File: src/logic/iag_map.svh
// Address map and constants of the indirect address generator
`ifndef IAG_MAP_SVH
`define IAG_MAP_SVH
// Virtual access locations of pointer 0; pointers 1 and 2 follow at stride 8
`define IAG_PORT_BASE 12'hFE0
`define IAG_PORT_STRIDE 12'h008
`define IAG_OFS_INDEX 3'h3
`define IAG_OFS_INC_BEFORE 3'h4
`define IAG_OFS_DEC_AFTER 3'h5
`define IAG_OFS_INC_AFTER 3'h6
`define IAG_OFS_PLAIN 3'h7
// Pointer byte registers: low at base + 2*n, high at base + 2*n + 1
`define IAG_PTR_BASE 12'hFD8
`define IAG_PTR_RST 12'h000
`define IAG_ZERO_BYTE 8'h00
`define IAG_HIGH_MASK 8'h0F
`endif

File: src/logic/iag_pkg.sv
// Types of the indirect address generator
package iag_pkg;
  typedef enum logic [4:0] {
    IAG_PLAIN = 5'h01,
    IAG_DEC_AFTER = 5'h02,
    IAG_INC_AFTER = 5'h04,
    IAG_INC_BEFORE = 5'h08,
    IAG_INDEX = 5'h10
  } iag_mode_t;
  typedef enum logic [1:0] {
    IAG_IDLE = 2'h1,
    IAG_BUSY = 2'h2
  } iag_state_t;
endpackage : iag_pkg

File: src/logic/iag_ptr_if.sv
// Interface carrying pointer file write and read traffic
`timescale 1ns/100ps
interface iag_ptr_if;
  logic we;
  logic [1:0] sel;
  logic [11:0] wdata;
  logic [11:0] ptr0;
  logic [11:0] ptr1;
  logic [11:0] ptr2;
  modport ctrl (output we, output sel, output wdata, input ptr0, input ptr1, input ptr2);
  modport file (input we, input sel, input wdata, output ptr0, output ptr1, output ptr2);
endinterface : iag_ptr_if

File: src/logic/iag_ptr_file.sv
// Three 12-bit pointer registers
`timescale 1ns/100ps
`include "iag_map.svh"
module iag_ptr_file (
  input wire logic clk,
  input wire logic rst,
  iag_ptr_if.file pif
);
  logic [11:0] ptr_r [3];
  logic [11:0] ptr_nxt [3];

  // ----------------------------------------
  // Pointer storage
  // ----------------------------------------
  genvar g;
  generate
    for (g = 0; g < 3; g++) begin : g_ptr
      // Next value: write when selected
      always_comb begin
        ptr_nxt[g] = ptr_r[g];
        if (pif.we && pif.sel == 2'(g)) begin
          ptr_nxt[g] = pif.wdata;
        end
      end
      always_ff @(posedge clk) begin
        if (rst) begin
          ptr_r[g] <= `IAG_PTR_RST;
        end else begin
          ptr_r[g] <= ptr_nxt[g];
        end
      end
    end
  endgenerate
  assign pif.ptr0 = ptr_r[0];
  assign pif.ptr1 = ptr_r[1];
  assign pif.ptr2 = ptr_r[2];
endmodule : iag_ptr_file

File: src/logic/iag_core.sv
// Indirect data-memory address generator, top level
//
// Behaviour
// - Access to an indirect port goes to the address held in its pointer.
// - Three independent 12-bit pointers built from high and low bytes.
// - Pointer bytes sit at FD8h-FDDh, written only by indirect writes; direct accesses are ignored.
// - Indirect target that is a port: read gives 00h, sets zero; write is nop.
// - Five ports per pointer: plain, step down after, step up after, step up before, indexed.
// - Post ports access at the current pointer, then step it by one.
// - Pre-increment steps the pointer first, then accesses the new address.
// - Pointer stepping never touches any status flag.
// - Stepping works on all 12 bits, carrying between bytes.
// - Indexed address is pointer plus signed accumulator; nothing changes.
// - Indirect write into a pointer byte stores data and skips stepping.
// - Ports serve as the file operand of any data-memory instruction.
`timescale 1ns/100ps
`include "iag_map.svh"
module iag_core (
  input wire logic clk,
  input wire logic rst,
  input wire logic acc_valid,
  input wire logic acc_write,
  input wire logic [11:0] acc_addr,
  input wire logic [7:0] acc_wdata,
  input wire logic [7:0] working_accumulator,
  input wire logic [7:0] mem_rdata,
  output logic [11:0] mem_addr,
  output logic mem_rd,
  output logic mem_wr,
  output logic [7:0] mem_wdata,
  output logic rsp_valid,
  output logic [7:0] rsp_rdata,
  output logic rsp_zero_force,
  output logic [11:0] address_pointer_0,
  output logic [11:0] address_pointer_1,
  output logic [11:0] address_pointer_2
);
  iag_ptr_if pif ();
  iag_ptr_file u_file (.clk(clk), .rst(rst), .pif(pif));

  // Returns pointer index plus one when address is a virtual port, else zero
  function automatic logic [1:0] port_hit(input logic [11:0] a);
    logic [11:0] d;
    port_hit = 2'h0;
    for (int i = 0; i < 3; i++) begin
      d = a - (`IAG_PORT_BASE + 12'(i) * `IAG_PORT_STRIDE);
      if (d[11:3] == 9'h000 && d[2:0] >= `IAG_OFS_INDEX) port_hit = 2'(i + 1);
    end
  endfunction : port_hit

  // Returns pointer index plus one when address is a pointer byte, else zero
  function automatic logic [1:0] ptr_hit(input logic [11:0] a);
    logic [11:0] d;
    d = a - `IAG_PTR_BASE;
    ptr_hit = (d < 12'h006) ? 2'(d[2:1] + 2'h1) : 2'h0;
  endfunction : ptr_hit

  function automatic iag_pkg::iag_mode_t mode_of(input logic [2:0] o);
    case (o)
      `IAG_OFS_DEC_AFTER: mode_of = iag_pkg::IAG_DEC_AFTER;
      `IAG_OFS_INC_AFTER: mode_of = iag_pkg::IAG_INC_AFTER;
      `IAG_OFS_INC_BEFORE: mode_of = iag_pkg::IAG_INC_BEFORE;
      `IAG_OFS_INDEX: mode_of = iag_pkg::IAG_INDEX;
      default: mode_of = iag_pkg::IAG_PLAIN;
    endcase
  endfunction : mode_of

  logic [11:0] ptrs [3];
  assign ptrs[0] = pif.ptr0;
  assign ptrs[1] = pif.ptr1;
  assign ptrs[2] = pif.ptr2;

  // ----------------------------------------
  // Request decode
  // ----------------------------------------
  logic [1:0] hit;
  logic [1:0] idx;
  logic [11:0] cur;
  logic [11:0] tgt;
  logic [11:0] upd;
  logic do_upd;
  logic [1:0] phit;
  logic [1:0] bhit;
  iag_pkg::iag_mode_t mode;

  // Target and pointer update for a virtual port access
  always_comb begin
    hit = port_hit(acc_addr);
    idx = (hit == 2'h0) ? 2'h0 : hit - 2'h1;
    cur = ptrs[idx];
    mode = mode_of(acc_addr[2:0]);
    tgt = cur;
    upd = cur;
    do_upd = 1'b0;
    case (mode)
      iag_pkg::IAG_DEC_AFTER: begin
        upd = cur - 12'h001;
        do_upd = 1'b1;
      end
      iag_pkg::IAG_INC_AFTER: begin
        upd = cur + 12'h001;
        do_upd = 1'b1;
      end
      iag_pkg::IAG_INC_BEFORE: begin
        upd = cur + 12'h001;
        tgt = upd;
        do_upd = 1'b1;
      end
      iag_pkg::IAG_INDEX: begin
        tgt = cur + {{4{working_accumulator[7]}}, working_accumulator};
      end
      default: begin
        tgt = cur;
      end
    endcase
    phit = port_hit(tgt);
    bhit = ptr_hit(tgt);
  end

  // ----------------------------------------
  // Access sequencer
  // ----------------------------------------
  iag_pkg::iag_state_t state_r, state_nxt;
  logic [11:0] mem_addr_nxt;
  logic mem_rd_nxt, mem_wr_nxt, rsp_valid_nxt, zero_nxt;
  logic [7:0] mem_wdata_nxt, rsp_rdata_nxt;

  // Single-cycle issue; read data returned one cycle after the strobe
  always_comb begin
    state_nxt = state_r;
    mem_addr_nxt = mem_addr;
    mem_rd_nxt = 1'b0;
    mem_wr_nxt = 1'b0;
    mem_wdata_nxt = mem_wdata;
    rsp_valid_nxt = 1'b0;
    rsp_rdata_nxt = rsp_rdata;
    zero_nxt = 1'b0;
    pif.we = 1'b0;
    pif.sel = idx;
    pif.wdata = upd;
    case (state_r)
      iag_pkg::IAG_IDLE: begin
        if (acc_valid && hit != 2'h0) begin
          if (phit != 2'h0) begin
            // Self reference: no memory cycle at all
            rsp_valid_nxt = 1'b1;
            rsp_rdata_nxt = `IAG_ZERO_BYTE;
            zero_nxt = !acc_write;
          end else begin
            mem_addr_nxt = tgt;
            mem_rd_nxt = !acc_write;
            mem_wr_nxt = acc_write;
            mem_wdata_nxt = acc_wdata;
            rsp_valid_nxt = acc_write;
            state_nxt = acc_write ? iag_pkg::IAG_IDLE : iag_pkg::IAG_BUSY;
          end
          if (acc_write && bhit != 2'h0 && phit == 2'h0) begin
            // Write lands in a pointer byte; stepping is skipped
            pif.we = 1'b1;
            pif.sel = bhit - 2'h1;
            // High byte keeps only its low nibble, since the pointer is 12 bits wide
            pif.wdata = tgt[0] ? {acc_wdata[3:0], ptrs[bhit - 2'h1][7:0]}
                               : {ptrs[bhit - 2'h1][11:8], acc_wdata};
          end else if (do_upd && !(acc_write && phit != 2'h0)) begin
            pif.we = 1'b1; // no flag path exists here
          end
        end
      end
      iag_pkg::IAG_BUSY: begin
        rsp_valid_nxt = 1'b1;
        rsp_rdata_nxt = mem_rdata;
        state_nxt = iag_pkg::IAG_IDLE;
      end
      default: begin
        state_nxt = iag_pkg::IAG_IDLE;
      end
    endcase
  end

  always_ff @(posedge clk) begin
    if (rst) begin
      state_r <= iag_pkg::IAG_IDLE;
      mem_addr <= 12'h000;
      mem_rd <= 1'b0;
      mem_wr <= 1'b0;
      mem_wdata <= 8'h00;
      rsp_valid <= 1'b0;
      rsp_rdata <= 8'h00;
      rsp_zero_force <= 1'b0;
      address_pointer_0 <= `IAG_PTR_RST;
      address_pointer_1 <= `IAG_PTR_RST;
      address_pointer_2 <= `IAG_PTR_RST;
    end else begin
      state_r <= state_nxt;
      mem_addr <= mem_addr_nxt;
      mem_rd <= mem_rd_nxt;
      mem_wr <= mem_wr_nxt;
      mem_wdata <= mem_wdata_nxt;
      rsp_valid <= rsp_valid_nxt;
      rsp_rdata <= rsp_rdata_nxt;
      rsp_zero_force <= zero_nxt;
      address_pointer_0 <= pif.ptr0;
      address_pointer_1 <= pif.ptr1;
      address_pointer_2 <= pif.ptr2;
    end
  end

  // ----------------------------------------
  // Checks
  // ----------------------------------------
  self_read_a: assert property (@(posedge clk) disable iff (rst)
    acc_valid && state_r == iag_pkg::IAG_IDLE && hit != 2'h0 && phit != 2'h0 && !acc_write
    |=> rsp_valid && rsp_rdata == 8'h00 && rsp_zero_force && !mem_rd && !mem_wr)
    else $error("self reference read not zero");
  postinc_step_a: assert property (@(posedge clk) disable iff (rst)
    acc_valid && state_r == iag_pkg::IAG_IDLE && hit == 2'h1 && acc_addr[2:0] == 3'h6
      && phit == 2'h0 && bhit == 2'h0
    |=> mem_addr == $past(pif.ptr0) && pif.ptr0 == $past(pif.ptr0) + 12'h001)
    else $error("post increment wrong");
  postdec_step_a: assert property (@(posedge clk) disable iff (rst)
    acc_valid && state_r == iag_pkg::IAG_IDLE && hit == 2'h2 && acc_addr[2:0] == 3'h5
      && phit == 2'h0 && bhit == 2'h0
    |=> pif.ptr1 == $past(pif.ptr1) - 12'h001)
    else $error("post decrement wrong");
  preinc_addr_a: assert property (@(posedge clk) disable iff (rst)
    acc_valid && state_r == iag_pkg::IAG_IDLE && hit == 2'h1 && acc_addr[2:0] == 3'h4 && phit == 2'h0
    |=> mem_addr == $past(pif.ptr0) + 12'h001)
    else $error("pre increment address wrong");
  indexed_keep_a: assert property (@(posedge clk) disable iff (rst)
    acc_valid && state_r == iag_pkg::IAG_IDLE && hit == 2'h3 && acc_addr[2:0] == 3'h3
      && phit == 2'h0 && !(acc_write && bhit != 2'h0)
    |=> pif.ptr2 == $past(pif.ptr2)
      && mem_addr == $past(pif.ptr2) + {{4{$past(working_accumulator[7])}}, $past(working_accumulator)})
    else $error("indexed access wrong");
  read_return_a: assert property (@(posedge clk) disable iff (rst)
    mem_rd |=> rsp_valid && rsp_rdata == $past(mem_rdata) && !mem_rd)
    else $error("read data not returned");
  self_write_nop_a: assert property (@(posedge clk) disable iff (rst)
    acc_valid && state_r == iag_pkg::IAG_IDLE && hit != 2'h0 && phit != 2'h0 && acc_write
    |=> !mem_wr && !mem_rd && pif.ptr0 == $past(pif.ptr0) && pif.ptr1 == $past(pif.ptr1)
      && pif.ptr2 == $past(pif.ptr2))
    else $error("self write not nop");
  plain_keep_a: assert property (@(posedge clk) disable iff (rst)
    acc_valid && state_r == iag_pkg::IAG_IDLE && hit == 2'h1 && acc_addr[2:0] == 3'h7
      && !(acc_write && bhit != 2'h0)
    |=> pif.ptr0 == $past(pif.ptr0))
    else $error("plain access changed pointer");
endmodule : iag_core

File: config.mk
export PLATFORM = sky130hd
export DESIGN_NAME = iag_core
export DESIGN_NICKNAME = d
export VERILOG_FILES = /design/src/logic/iag_pkg.sv /design/src/logic/iag_ptr_if.sv /design/src/logic/iag_ptr_file.sv /design/src/logic/iag_core.sv
export VERILOG_INCLUDE_DIRS = /design/src /design/src/logic
export SDC_FILE = /design/constraint.sdc
export NUM_CORES = 1
export LEC_CHECK = 0
export BUFFER_PORTS_ARGS = -buffer_cell sky130_fd_sc_hd__buf_4
export CAP_MARGIN = 20
export CORE_MARGIN = 3
export CORE_UTILIZATION = 40
export CTS_CLUSTER_SIZE = 28
export DETAILED_ROUTE_END_ITERATION = 7
export PLACE_DENSITY_LB_ADDON = 0.08
export SLEW_MARGIN = 0
export SYNTH_ARGS = -nofsm -noshare
export SYNTH_HDL_FRONTEND = slang
export SYNTH_SLANG_ARGS = --single-unit
File: constraint.sdc
create_clock -name clk -period 16.57 [get_ports clk]
set_input_delay 3.314 -clock clk [delete_from_list [all_inputs] [get_ports clk]]
set_output_delay 3.314 -clock clk [all_outputs]
set_load 0.01 [all_outputs]
# --- Word-level counts from Yosys, hierarchy flattened ---
# Memories as Yosys holds them, arrays and structs flattened.
# Index checks and enable logic that the tools add are counted.
op_classes:
  n_addsub: 13
  magnitude_cmp: 9
  eq_ne: 14
  mux: 45
  bitwise: 8
  reduce_logical: 37
op_table:
  columns: ["cell", "count"]
  rows:
  - ["12-bit 2-to-1 mux", 14]
  - ["12-bit subtractor (second input constant)", 7]
  - ["9-bit zero test", 6]
  - ["12-bit binary-select mux with 2-bit select", 2]
  - ["12-bit case mux with 2 select lines", 2]
  - ["2-bit 2-to-1 mux", 10]
  - ["5-bit case mux with 4 select lines", 1]
  - ["3-bit by 2-bit greater-or-equal comparator with 1-bit output (second input constant)", 6]
  - ["8-bit 2-to-1 mux", 2]
  - ["8-bit case mux with 2 select lines", 1]
  - ["1-bit logical AND", 14]
  - ["12-bit by 1-bit adder with 12-bit output (second input constant)", 1]
  - ["12-bit adder", 1]
  - ["12-bit by 3-bit < comparator with 1-bit output (second input constant)", 1]
  - ["1-bit 2-to-1 mux", 12]
  - ["12-bit by 1-bit subtractor with 12-bit output (second input constant)", 1]
  - ["3-bit equality test (second input constant)", 3]
  - ["2-bit nonzero test", 4]
  - ["4-bit OR reduction", 2]
  - ["3-bit greater-or-equal comparator (second input constant)", 2]
  - ["2-bit zero test", 3]
  - ["2-bit inverter with 3-bit output", 2]
  - ["3-bit AND reduction", 2]
  - ["5-bit by 2-bit equality test with 1-bit output (second input constant)", 1]
  - ["16 further kinds", 26]
word_totals:
  regBits: 70
  ram_bits: 36
  input_bits: 40
  output_inout_bits: 68
  wordCells: 138
  n_memories: 1
memory_table:
  columns: ["name", "depth", "width", "read_ports", "rd_ports_with_merged_regs", "write_ports", "line", "source"]
  rows:
  - ["u_file.ptr_r", 3, 12, 3, 0, 3, "iag_ptr_file.sv:9", "logic [11:0] ptr_r [3];"]

# --- Depth between registers and ports, before layout ---
# Gate-level depths: netlist of the first run.
depth:
  ltp_word: 31
  depth_mapped: 33
  depth_no_buf: 28

# --- Cells and area by module ---
# Synthesis of the first run repeated with hierarchy kept, for this count alone.
unflattened:
  hier_cells: 814
  area_unflattened_um2: 6937.9
by_module_without_submodules:
  columns: ["mod", "n_inst", "cells_each", "area_each_um2"]
  rows:
  - ["iag_core", 1, 679, 5464.0]
  - ["iag_ptr_file", 1, 135, 1473.9]

# --- Worst setup path before layout of the first run ---
# Ideal clock, no wire load.
synth_timing:
  kind: "input port to flip-flop"
  start: "in acc_addr[4]"
  end: "mem u_file.ptr_r[0][2]"
  setup_time_ns: 0.072
  arrival_time_ns: 9.660
  slack_ns: 6.839
  path_stages: 31
  path_cell_list: "ha_1 xor2_1 or4_4 or3_1 buf_2 o32a_1 o21a_1 buf_2 ha_1 fa_1 a21o_1 a21oi_1 o21ai_0 a31oi_1 xor2_1 o22ai_1 nor3_1 clkbuf_1 a2111oi_2 o2111a_1 a41o_1 and2_1 inv_1 ha_1 nor2_1 a21oi_1 or3_1 a21oi_2 buf_4 nand3_1 o2bb2ai_1"
synth_rtl:
  columns: ["element", "line", "source"]
  rows:
  - ["start: declaration", "iag_core.sv:23", "input wire logic [11:0] acc_addr,"]
  - ["end: declaration", "iag_ptr_file.sv:9", null]

==> results.py, run 1 <==
metrics = {
    "worst_setup_path": {
        "cp_common_cell": "ha_1",
        "crit_buf_inv": 2,
        "cp_max_fo": 17,
        "cp_slowest_cell": "nor2_1",
        "crit_type": "in -> reg",
        "crit_arrival_ns": 11.23,
        "critPathRequiredTime_ns": 16.81,
        "r2r_setup_slack_ns": 9.69,
        "r2r-end": "u_file.ptr_r[2][9]",
        "critPathMaxStageDelay_ns": 0.82,
        "r2r_cells": 22,
        "worstSetupEndpointType": "register",
        "start_kind": "input pin",
        "reg2reg_from": "u_file.ptr_r[2][2]",
        "crit_family": "compound AO/OA/AOI/OAI gates",
        "timing.critical_path.from": "acc_addr[4]",
    },
    "status": {
        "outcome": "complete, no violations",
    },
    "floorplan": {
        "fp.dieH_um": 132,
        "die_area_um2": 17400,
        "rows": 45,
        "ios": 108,
        "fp.dieW_um": 132,
        "coreArea_um2": 15300,
        "initial_utilization_pct": 41.3,
    },
    "timing": {
        "fin_tns_setup_ns": 0,
        "fmax_mhz": 91.0,
        "drv_slew": 0,
        "hold_violations": 0,
        "worst_slack_ns": 5.58,
        "finalCritPeriodShare_pct": 66.3,
        "timing.slew.headroom_pct": 23.0,
        "worst_pin_slew_ns": 1.15,
        "finalCriticalPeriod_ns": 10.99,
        "rsz0062_at_grt": "false",
        "fin_skew_ns": 0.0121,
        "setup_viol": 0,
    },
    "clocking": {
        "clock_tree.buffer_depth": 2,
        "cts_sinks": 106,
        "htree_levels": 3,
        "cts_buffers": 9,
        "clk_pin_slew_worst_paths_ns": 0.08,
        "insertion_delay_ns": 0.36,
        "cts_root_buf": "clkbuf_16",
        "post_cts_buffers": 0,
        "ctsHoldBuffers": 0,
        "ctsResizeCount": 0,
        "tritoncts": "built",
    },
    "power": {
        "leakagePower_uw": 0.00296,
        "powerDensity_nw_per_um2": 69.4,
        "max-vdd-ir-drop_mv": 0.0559,
    },
    "global_routing": {
        "grt-ovfl-total": 0,
        "grtUsageMet2_pct": 33.8,
        "antenna_found_initial": 0,
        "gr-usage-met3_pct": 5.38,
        "grt_pass1_vias": 5817,
        "met1_usage_pct": 32.2,
        "grt_max_degree": 77,
        "track_usage_pct": 22.6,
        "grt_busiest_layer": "met2",
        "grt_pass1_wl_mm": 31.8,
    },
    "yosys": {
        "synth_area_um2": 6330,
        "synth_fp_nets": 793,
        "synth.avg_cell_area_um2": 8.73,
        "synthDistinctLibCells": 83,
        "yosys.area.top_type": "dfxtp_1",
        "ys_ff_latch": 106,
        "synth_edf_count": 0,
        "synth_cells": 725,
        "synth.area.top_cells": "dfxtp_1, ha_1, a21oi_1",
        "seq_area_frac_synth_pct": 33.5,
        "synth_top_cell_area_share_pct": 33.5,
        "synth_flop_cell": "dfxtp_1",
        "yosysWarnings": 0,
        "async_reset_ff_share_pct": 0,
    },
    "route": {
        "detail-route-antenna-nets": 0,
        "totalWireLength_mm": 20.1,
        "routed_via_density": 5.77,
        "first_pass_iters": 5,
        "vias": 5921,
        "routedWlPerCell_um": 19.6,
        "drc": 0,
        "initialDrtViolationCount": 470,
    },
    "run": {
        "max_cap_viol_count": 0,
    },
    "finish": {
        "fin_nets": 879,
        "area_delta_synth_final_pct": 20.1,
        "diodes": 0,
        "drive_gt1_share_pct": 22.3,
    },
    "place": {
        "dp_slack_ns": 5.35,
        "hpwlAfterDp_mm": 15.4,
        "globalplace.congestion": 0.932,
        "io_buffers": 107,
    },
    "min_path": {
        "min_to": "rsp_rdata[4]",
        "min_path_cells": 2,
        "holdCritPathClass": "reg -> reg",
        "min-delay-start": "rsp_rdata[4]",
    },
}
==> sequential cells by signal, summed over array words and instances (netlist names), 2 cells and up <==
register,cells
address_pointer_0,12
u_file.ptr_r,36
mem_wdata,8
state_r,2
address_pointer_2,12
rsp_rdata,8
address_pointer_1,12
mem_addr,12
==> worst register-to-register path, delay by kind of cell, from the launching register on <==
family / cells / cell delay, ns
AO/OA/AOI/OAI: 10 / 2.54
AND/OR/NAND/NOR: 5 / 1.99
adder cells (fa/ha/maj): 2 / 0.92
multiplexers: 2 / 0.66
flip-flops: 1 / 0.36
XOR/XNOR: 1 / 0.18
buffers and inverters: 2 / 0.14
==> metrics by stage <==
stage	cell area (um^2)	cells	hold WS [ns]	utilization (%)	power, uW
6_report	7600	1027	0.458	49.6	527
5_1_grt	7600	1027	0.493	49.6	548
4_1_cts	7600	1027	0.463	49.6	532
3_5_place_dp	7280	1011	0.451	47.5	307
3_3_place_gp	7270	1010	0.443	47.5	306
2_1_floorplan	6330	725	0.432	-	288
==> final cells by class <==
type	instances	area (um^2)
fillers	1515	7720
clock inverters	6	86.3
inverters	27	101
well taps	211	264
multi-input cells	555	3950
flip-flops and latches	106	2120
clock buffers	10	229
repair buffers	112	841
==> cell usage after synthesis, types with 3 or more instances <==
master,instances
or3_1,3
nor2_1,68
nand3b_1,3
dfxtp_1,106
a21oi_1,57
and2_1,4
a311oi_1,4
and3_1,11
o21ai_0,15
o221ai_2,4
nand2_1,48
buf_2,12
nand4_1,9
inv_1,26
o21bai_1,3
nor2b_1,32
o2bb2ai_1,27
o221ai_1,5
nor3b_1,3
ha_1,27
nand3_1,18
a21oi_2,4
xnor2_1,20
o21a_1,5
mux2_2,16
clkbuf_1,20
buf_1,3
or4_1,3
o2111ai_1,3
a22oi_1,11
a221oi_1,5
nand2b_1,4
o211ai_1,3
a21o_1,6
a211oi_1,18
nor3_1,12
nor4_1,6
o22ai_1,9
mux2i_1,19
xor2_1,8
or2_2,8
a31oi_1,6
==> placed cells by master, fill, tap and decap left out, types with 4 or more instances in the layout <==
| cell type | count |
|---|---|
| nor2b_1 | 32 |
| o22ai_1 | 9 |
| o221ai_2 | 4 |
| mux2i_1 | 19 |
| and2_1 | 4 |
| nor2_1 | 68 |
| ha_1 | 27 |
| nand3_1 | 18 |
| inv_1 | 26 |
| xor2_1 | 8 |
| or2_2 | 8 |
| a21oi_2 | 4 |
| o2bb2ai_1 | 27 |
| dfxtp_1 | 106 |
| o221ai_1 | 5 |
| and3_1 | 11 |
| nand2_1 | 48 |
| nand4_1 | 9 |
| a22oi_1 | 11 |
| mux2_2 | 16 |
| a21oi_1 | 56 |
| nor3_1 | 12 |
| o21ai_0 | 15 |
| a221oi_1 | 5 |
| a311oi_1 | 4 |
| xnor2_1 | 20 |
| o21a_1 | 5 |
| nand2b_1 | 4 |
| a211oi_1 | 18 |
| a21o_1 | 6 |
| a31oi_1 | 6 |
| buf_4 | 112 |
| clkbuf_16 | 9 |
| nor4_1 | 6 |
==> worst max-delay path by stage <==
| stage | end | slack [ns] | cells past startpoint |
|---|---|---|---|
| global route | u_file.ptr_r[2][9] | 5.08 | 26 |
| floorplan | u_file.ptr_r[0][2] | 6.84 | 31 |
| CTS | u_file.ptr_r[2][9] | 5.70 | 26 |
| detailed placement | u_file.ptr_r[2][9] | 5.35 | 26 |
| global placement | u_file.ptr_r[1][9] | 5.62 | 27 |
| finish | u_file.ptr_r[2][9] | 5.58 | 26 |
==> report_power, final <==
part / total, uW / switching, uW / internal (uW)
Clock: 226 / 104 / 121
Combinational: 47.0 / 29.5 / 17.5
Sequential: 255 / 0.0872 / 255
==> kinds of logic (layout without fill, tap and decap cells) <==
family                   count (synthesis)  after routing  share of synthesized area, %
multiplexers                            37             37                          6.21
AND/OR/NAND/NOR                        244            244                          19.7
XOR/XNOR                                29             29                          4.13
buffers and inverters                   64            155                          4.15
adder cells (fa/ha/maj)                 28             28                          5.66
flip-flops                             106            106                          33.5
AO/OA/AOI/OAI                          217            217                          26.7
==> per-layer routing <==
layer  routed length [um]  part of all wire, %
met2                 8650                   43
met5                    0                    0
met3                 1250                  6.2
met4                  408                  2.0
met1                 9780                   49
Power figures use the tool's default switching activity.
==> inputs of run 2 (changes only) <==
==> constraint.sdc (replaced) <==
create_clock -name clk -period 9 [get_ports clk]
set_input_delay 1.8 -clock clk [delete_from_list [all_inputs] [get_ports clk]]
set_output_delay 1.8 -clock clk [all_outputs]
set_load 0.01 [all_outputs]
==> results.py, run 2 (synthesis results as in run 1) <==
metrics = {
    "worst_setup_path": {
        "cp_slowest_cell": "or3_1",
        "start_kind": "input pin",
        "crit_type": "in -> reg",
        "reg2reg_from": "u_file.ptr_r[2][1]",
        "crit_arrival_ns": 8.75,
        "worstSetupEndpointType": "register",
        "timing.critical_path.from": "acc_addr[4]",
        "cp_max_fo": 10,
        "critPathMaxStageDelay_ns": 0.54,
        "critPathRequiredTime_ns": 9.26,
    },
    "global_routing": {
        "grt-ovfl-total": 0,
        "antenna_found_initial": 0,
        "grt_pass1_vias": 5825,
        "track_usage_pct": 23.3,
        "grt_pass1_wl_mm": 32.3,
        "grt_max_degree": 77,
    },
    "finish": {
        "area_delta_synth_final_pct": 25.0,
        "diodes": 0,
        "fin_area_um2": 7910,
        "drive_gt1_share_pct": 25.9,
        "largest_reg_flops": 36,
        "final_common_cell": "buf_4",
        "layout_common_cells": "buf_4, dfxtp_1, nor2_1, a21oi_1, nand2_1",
        "fin_nets": 917,
        "regMostFlops": "u_file.ptr_r",
    },
    "timing": {
        "rsz0062_at_grt": "false",
        "fin_tns_setup_ns": 0,
        "worst_slack_ns": 0.509,
        "fin_hold_ws_ns": 0.458,
        "setup_viol": 0,
        "finalCritPeriodShare_pct": 94.3,
        "fin_skew_ns": 0.0142,
        "worst_pin_slew_ns": 0.887,
        "hold_violations": 0,
        "fmax_mhz": 118,
        "timing.slew.headroom_pct": 40.9,
        "drv_slew": 0,
        "finalCriticalPeriod_ns": 8.49,
    },
    "clocking": {
        "htree_levels": 3,
        "tritoncts": "built",
        "insertion_delay_ns": 0.37,
        "ctsHoldBuffers": 0,
        "clk_pin_slew_worst_paths_ns": 0.08,
        "ctsResizeCount": 0,
        "cts_sinks": 106,
        "post_cts_buffers": 0,
        "cts_root_buf": "clkbuf_16",
        "clock_tree.buffer_depth": 2,
        "cts_buffers": 9,
    },
    "floorplan": {
        "initial_utilization_pct": 41.3,
        "die_area_um2": 17400,
        "rows": 45,
        "fp.dieH_um": 132,
        "fp.dieW_um": 132,
        "ios": 108,
        "coreArea_um2": 15300,
    },
    "run": {
        "max_cap_viol_count": 0,
    },
    "route": {
        "drc": 0,
        "vias": 6133,
        "first_pass_iters": 5,
        "routedWlPerCell_um": 19.5,
        "routed_via_density": 5.76,
        "detail-route-antenna-nets": 0,
        "initialDrtViolationCount": 457,
        "totalWireLength_mm": 20.8,
    },
    "place": {
        "io_buffers": 107,
        "globalplace.congestion": 0.923,
        "postPlaceCellArea_um2": 7590,
        "dp_slack_ns": 0.258,
        "hpwlAfterDp_mm": 15.9,
    },
    "power": {
        "switching_share_pct": 27.8,
        "seq_power_share_pct": 47.9,
        "p_int_uw": 707,
        "max-vdd-ir-drop_mv": 0.0908,
        "combPwrFrac_pct": 9.4,
        "leakagePower_uw": 0.00316,
        "clock_power_share_pct": 42.8,
        "powerDensity_nw_per_um2": 124,
        "power_uw": 980,
        "p_sw_uw": 273,
    },
    "min_path": {
        "min-delay-start": "rsp_rdata[6]",
        "holdCritPathClass": "reg -> reg",
    },
    "status": {
        "outcome": "complete, no violations",
    },
}
==> run 2: layout make-up <==
| cell class | instances | area (um^2) |
|---|---|---|
| flip-flops and latches | 106 | 2120 |
| clock buffers | 9 | 225 |
| repair buffers | 150 | 1150 |
| fillers | 1477 | 7410 |
| multi-input cells | 555 | 3950 |
| inverters | 27 | 101 |
| well taps | 211 | 264 |
| clock inverters | 7 | 88.8 |
==> run 2: final timing paths <==
path / endpoint / slack, ns / cells past startpoint
max: u_file.ptr_r[2][9] / 0.51 / 29
min: rsp_rdata[6] / 0.46 / 2
max reg2reg: u_file.ptr_r[2][9] / 3.04 / 23
min reg2reg: rsp_rdata[6] / 0.46 / 2
==> run 2: worst max-delay path, delay by kind of cell <==
kind,cells,cell delay [ns]
fa+ha+maj,3,0.75
compound gates,10,2.22
buf+inv,5,0.84
mux,1,0.37
xor+xnor,2,0.29
simple gates,8,2.48
==> run 2: power groups by stage <==
stage | logic (uW) | registers (uW) | clock network, uW
detailed placement | 90.2 | 480 | 0
CTS | 90.7 | 469 | 427
floorplan | 50.3 | 480 | 0
global placement | 88.8 | 480 | 0
global route | 99.7 | 469 | 446
finish | 91.7 | 469 | 419
==> run 2: layer usage <==
| metal | GRT usage [%] | share of wire [%] | vias to the layer above |
|---|---|---|---|
| met5 | 0 | 0 | - |
| met2 | 34.8 | 43 | 249 |
| met1 | 32.9 | 47 | 2917 |
| li1 | - | - | 2930 |
| met4 | 8.17 | 2.7 | 0 |
| met3 | 5.73 | 7.2 | 37 |
==> run 2: per-stage QoR <==
step | instances | util, %
4_1_cts | 1065 | 51.6
3_5_place_dp | 1049 | 49.6
3_3_place_gp | 1049 | 49.6
6_report | 1065 | 51.6
5_1_grt | 1065 | 51.6
2_1_floorplan | 725 | -
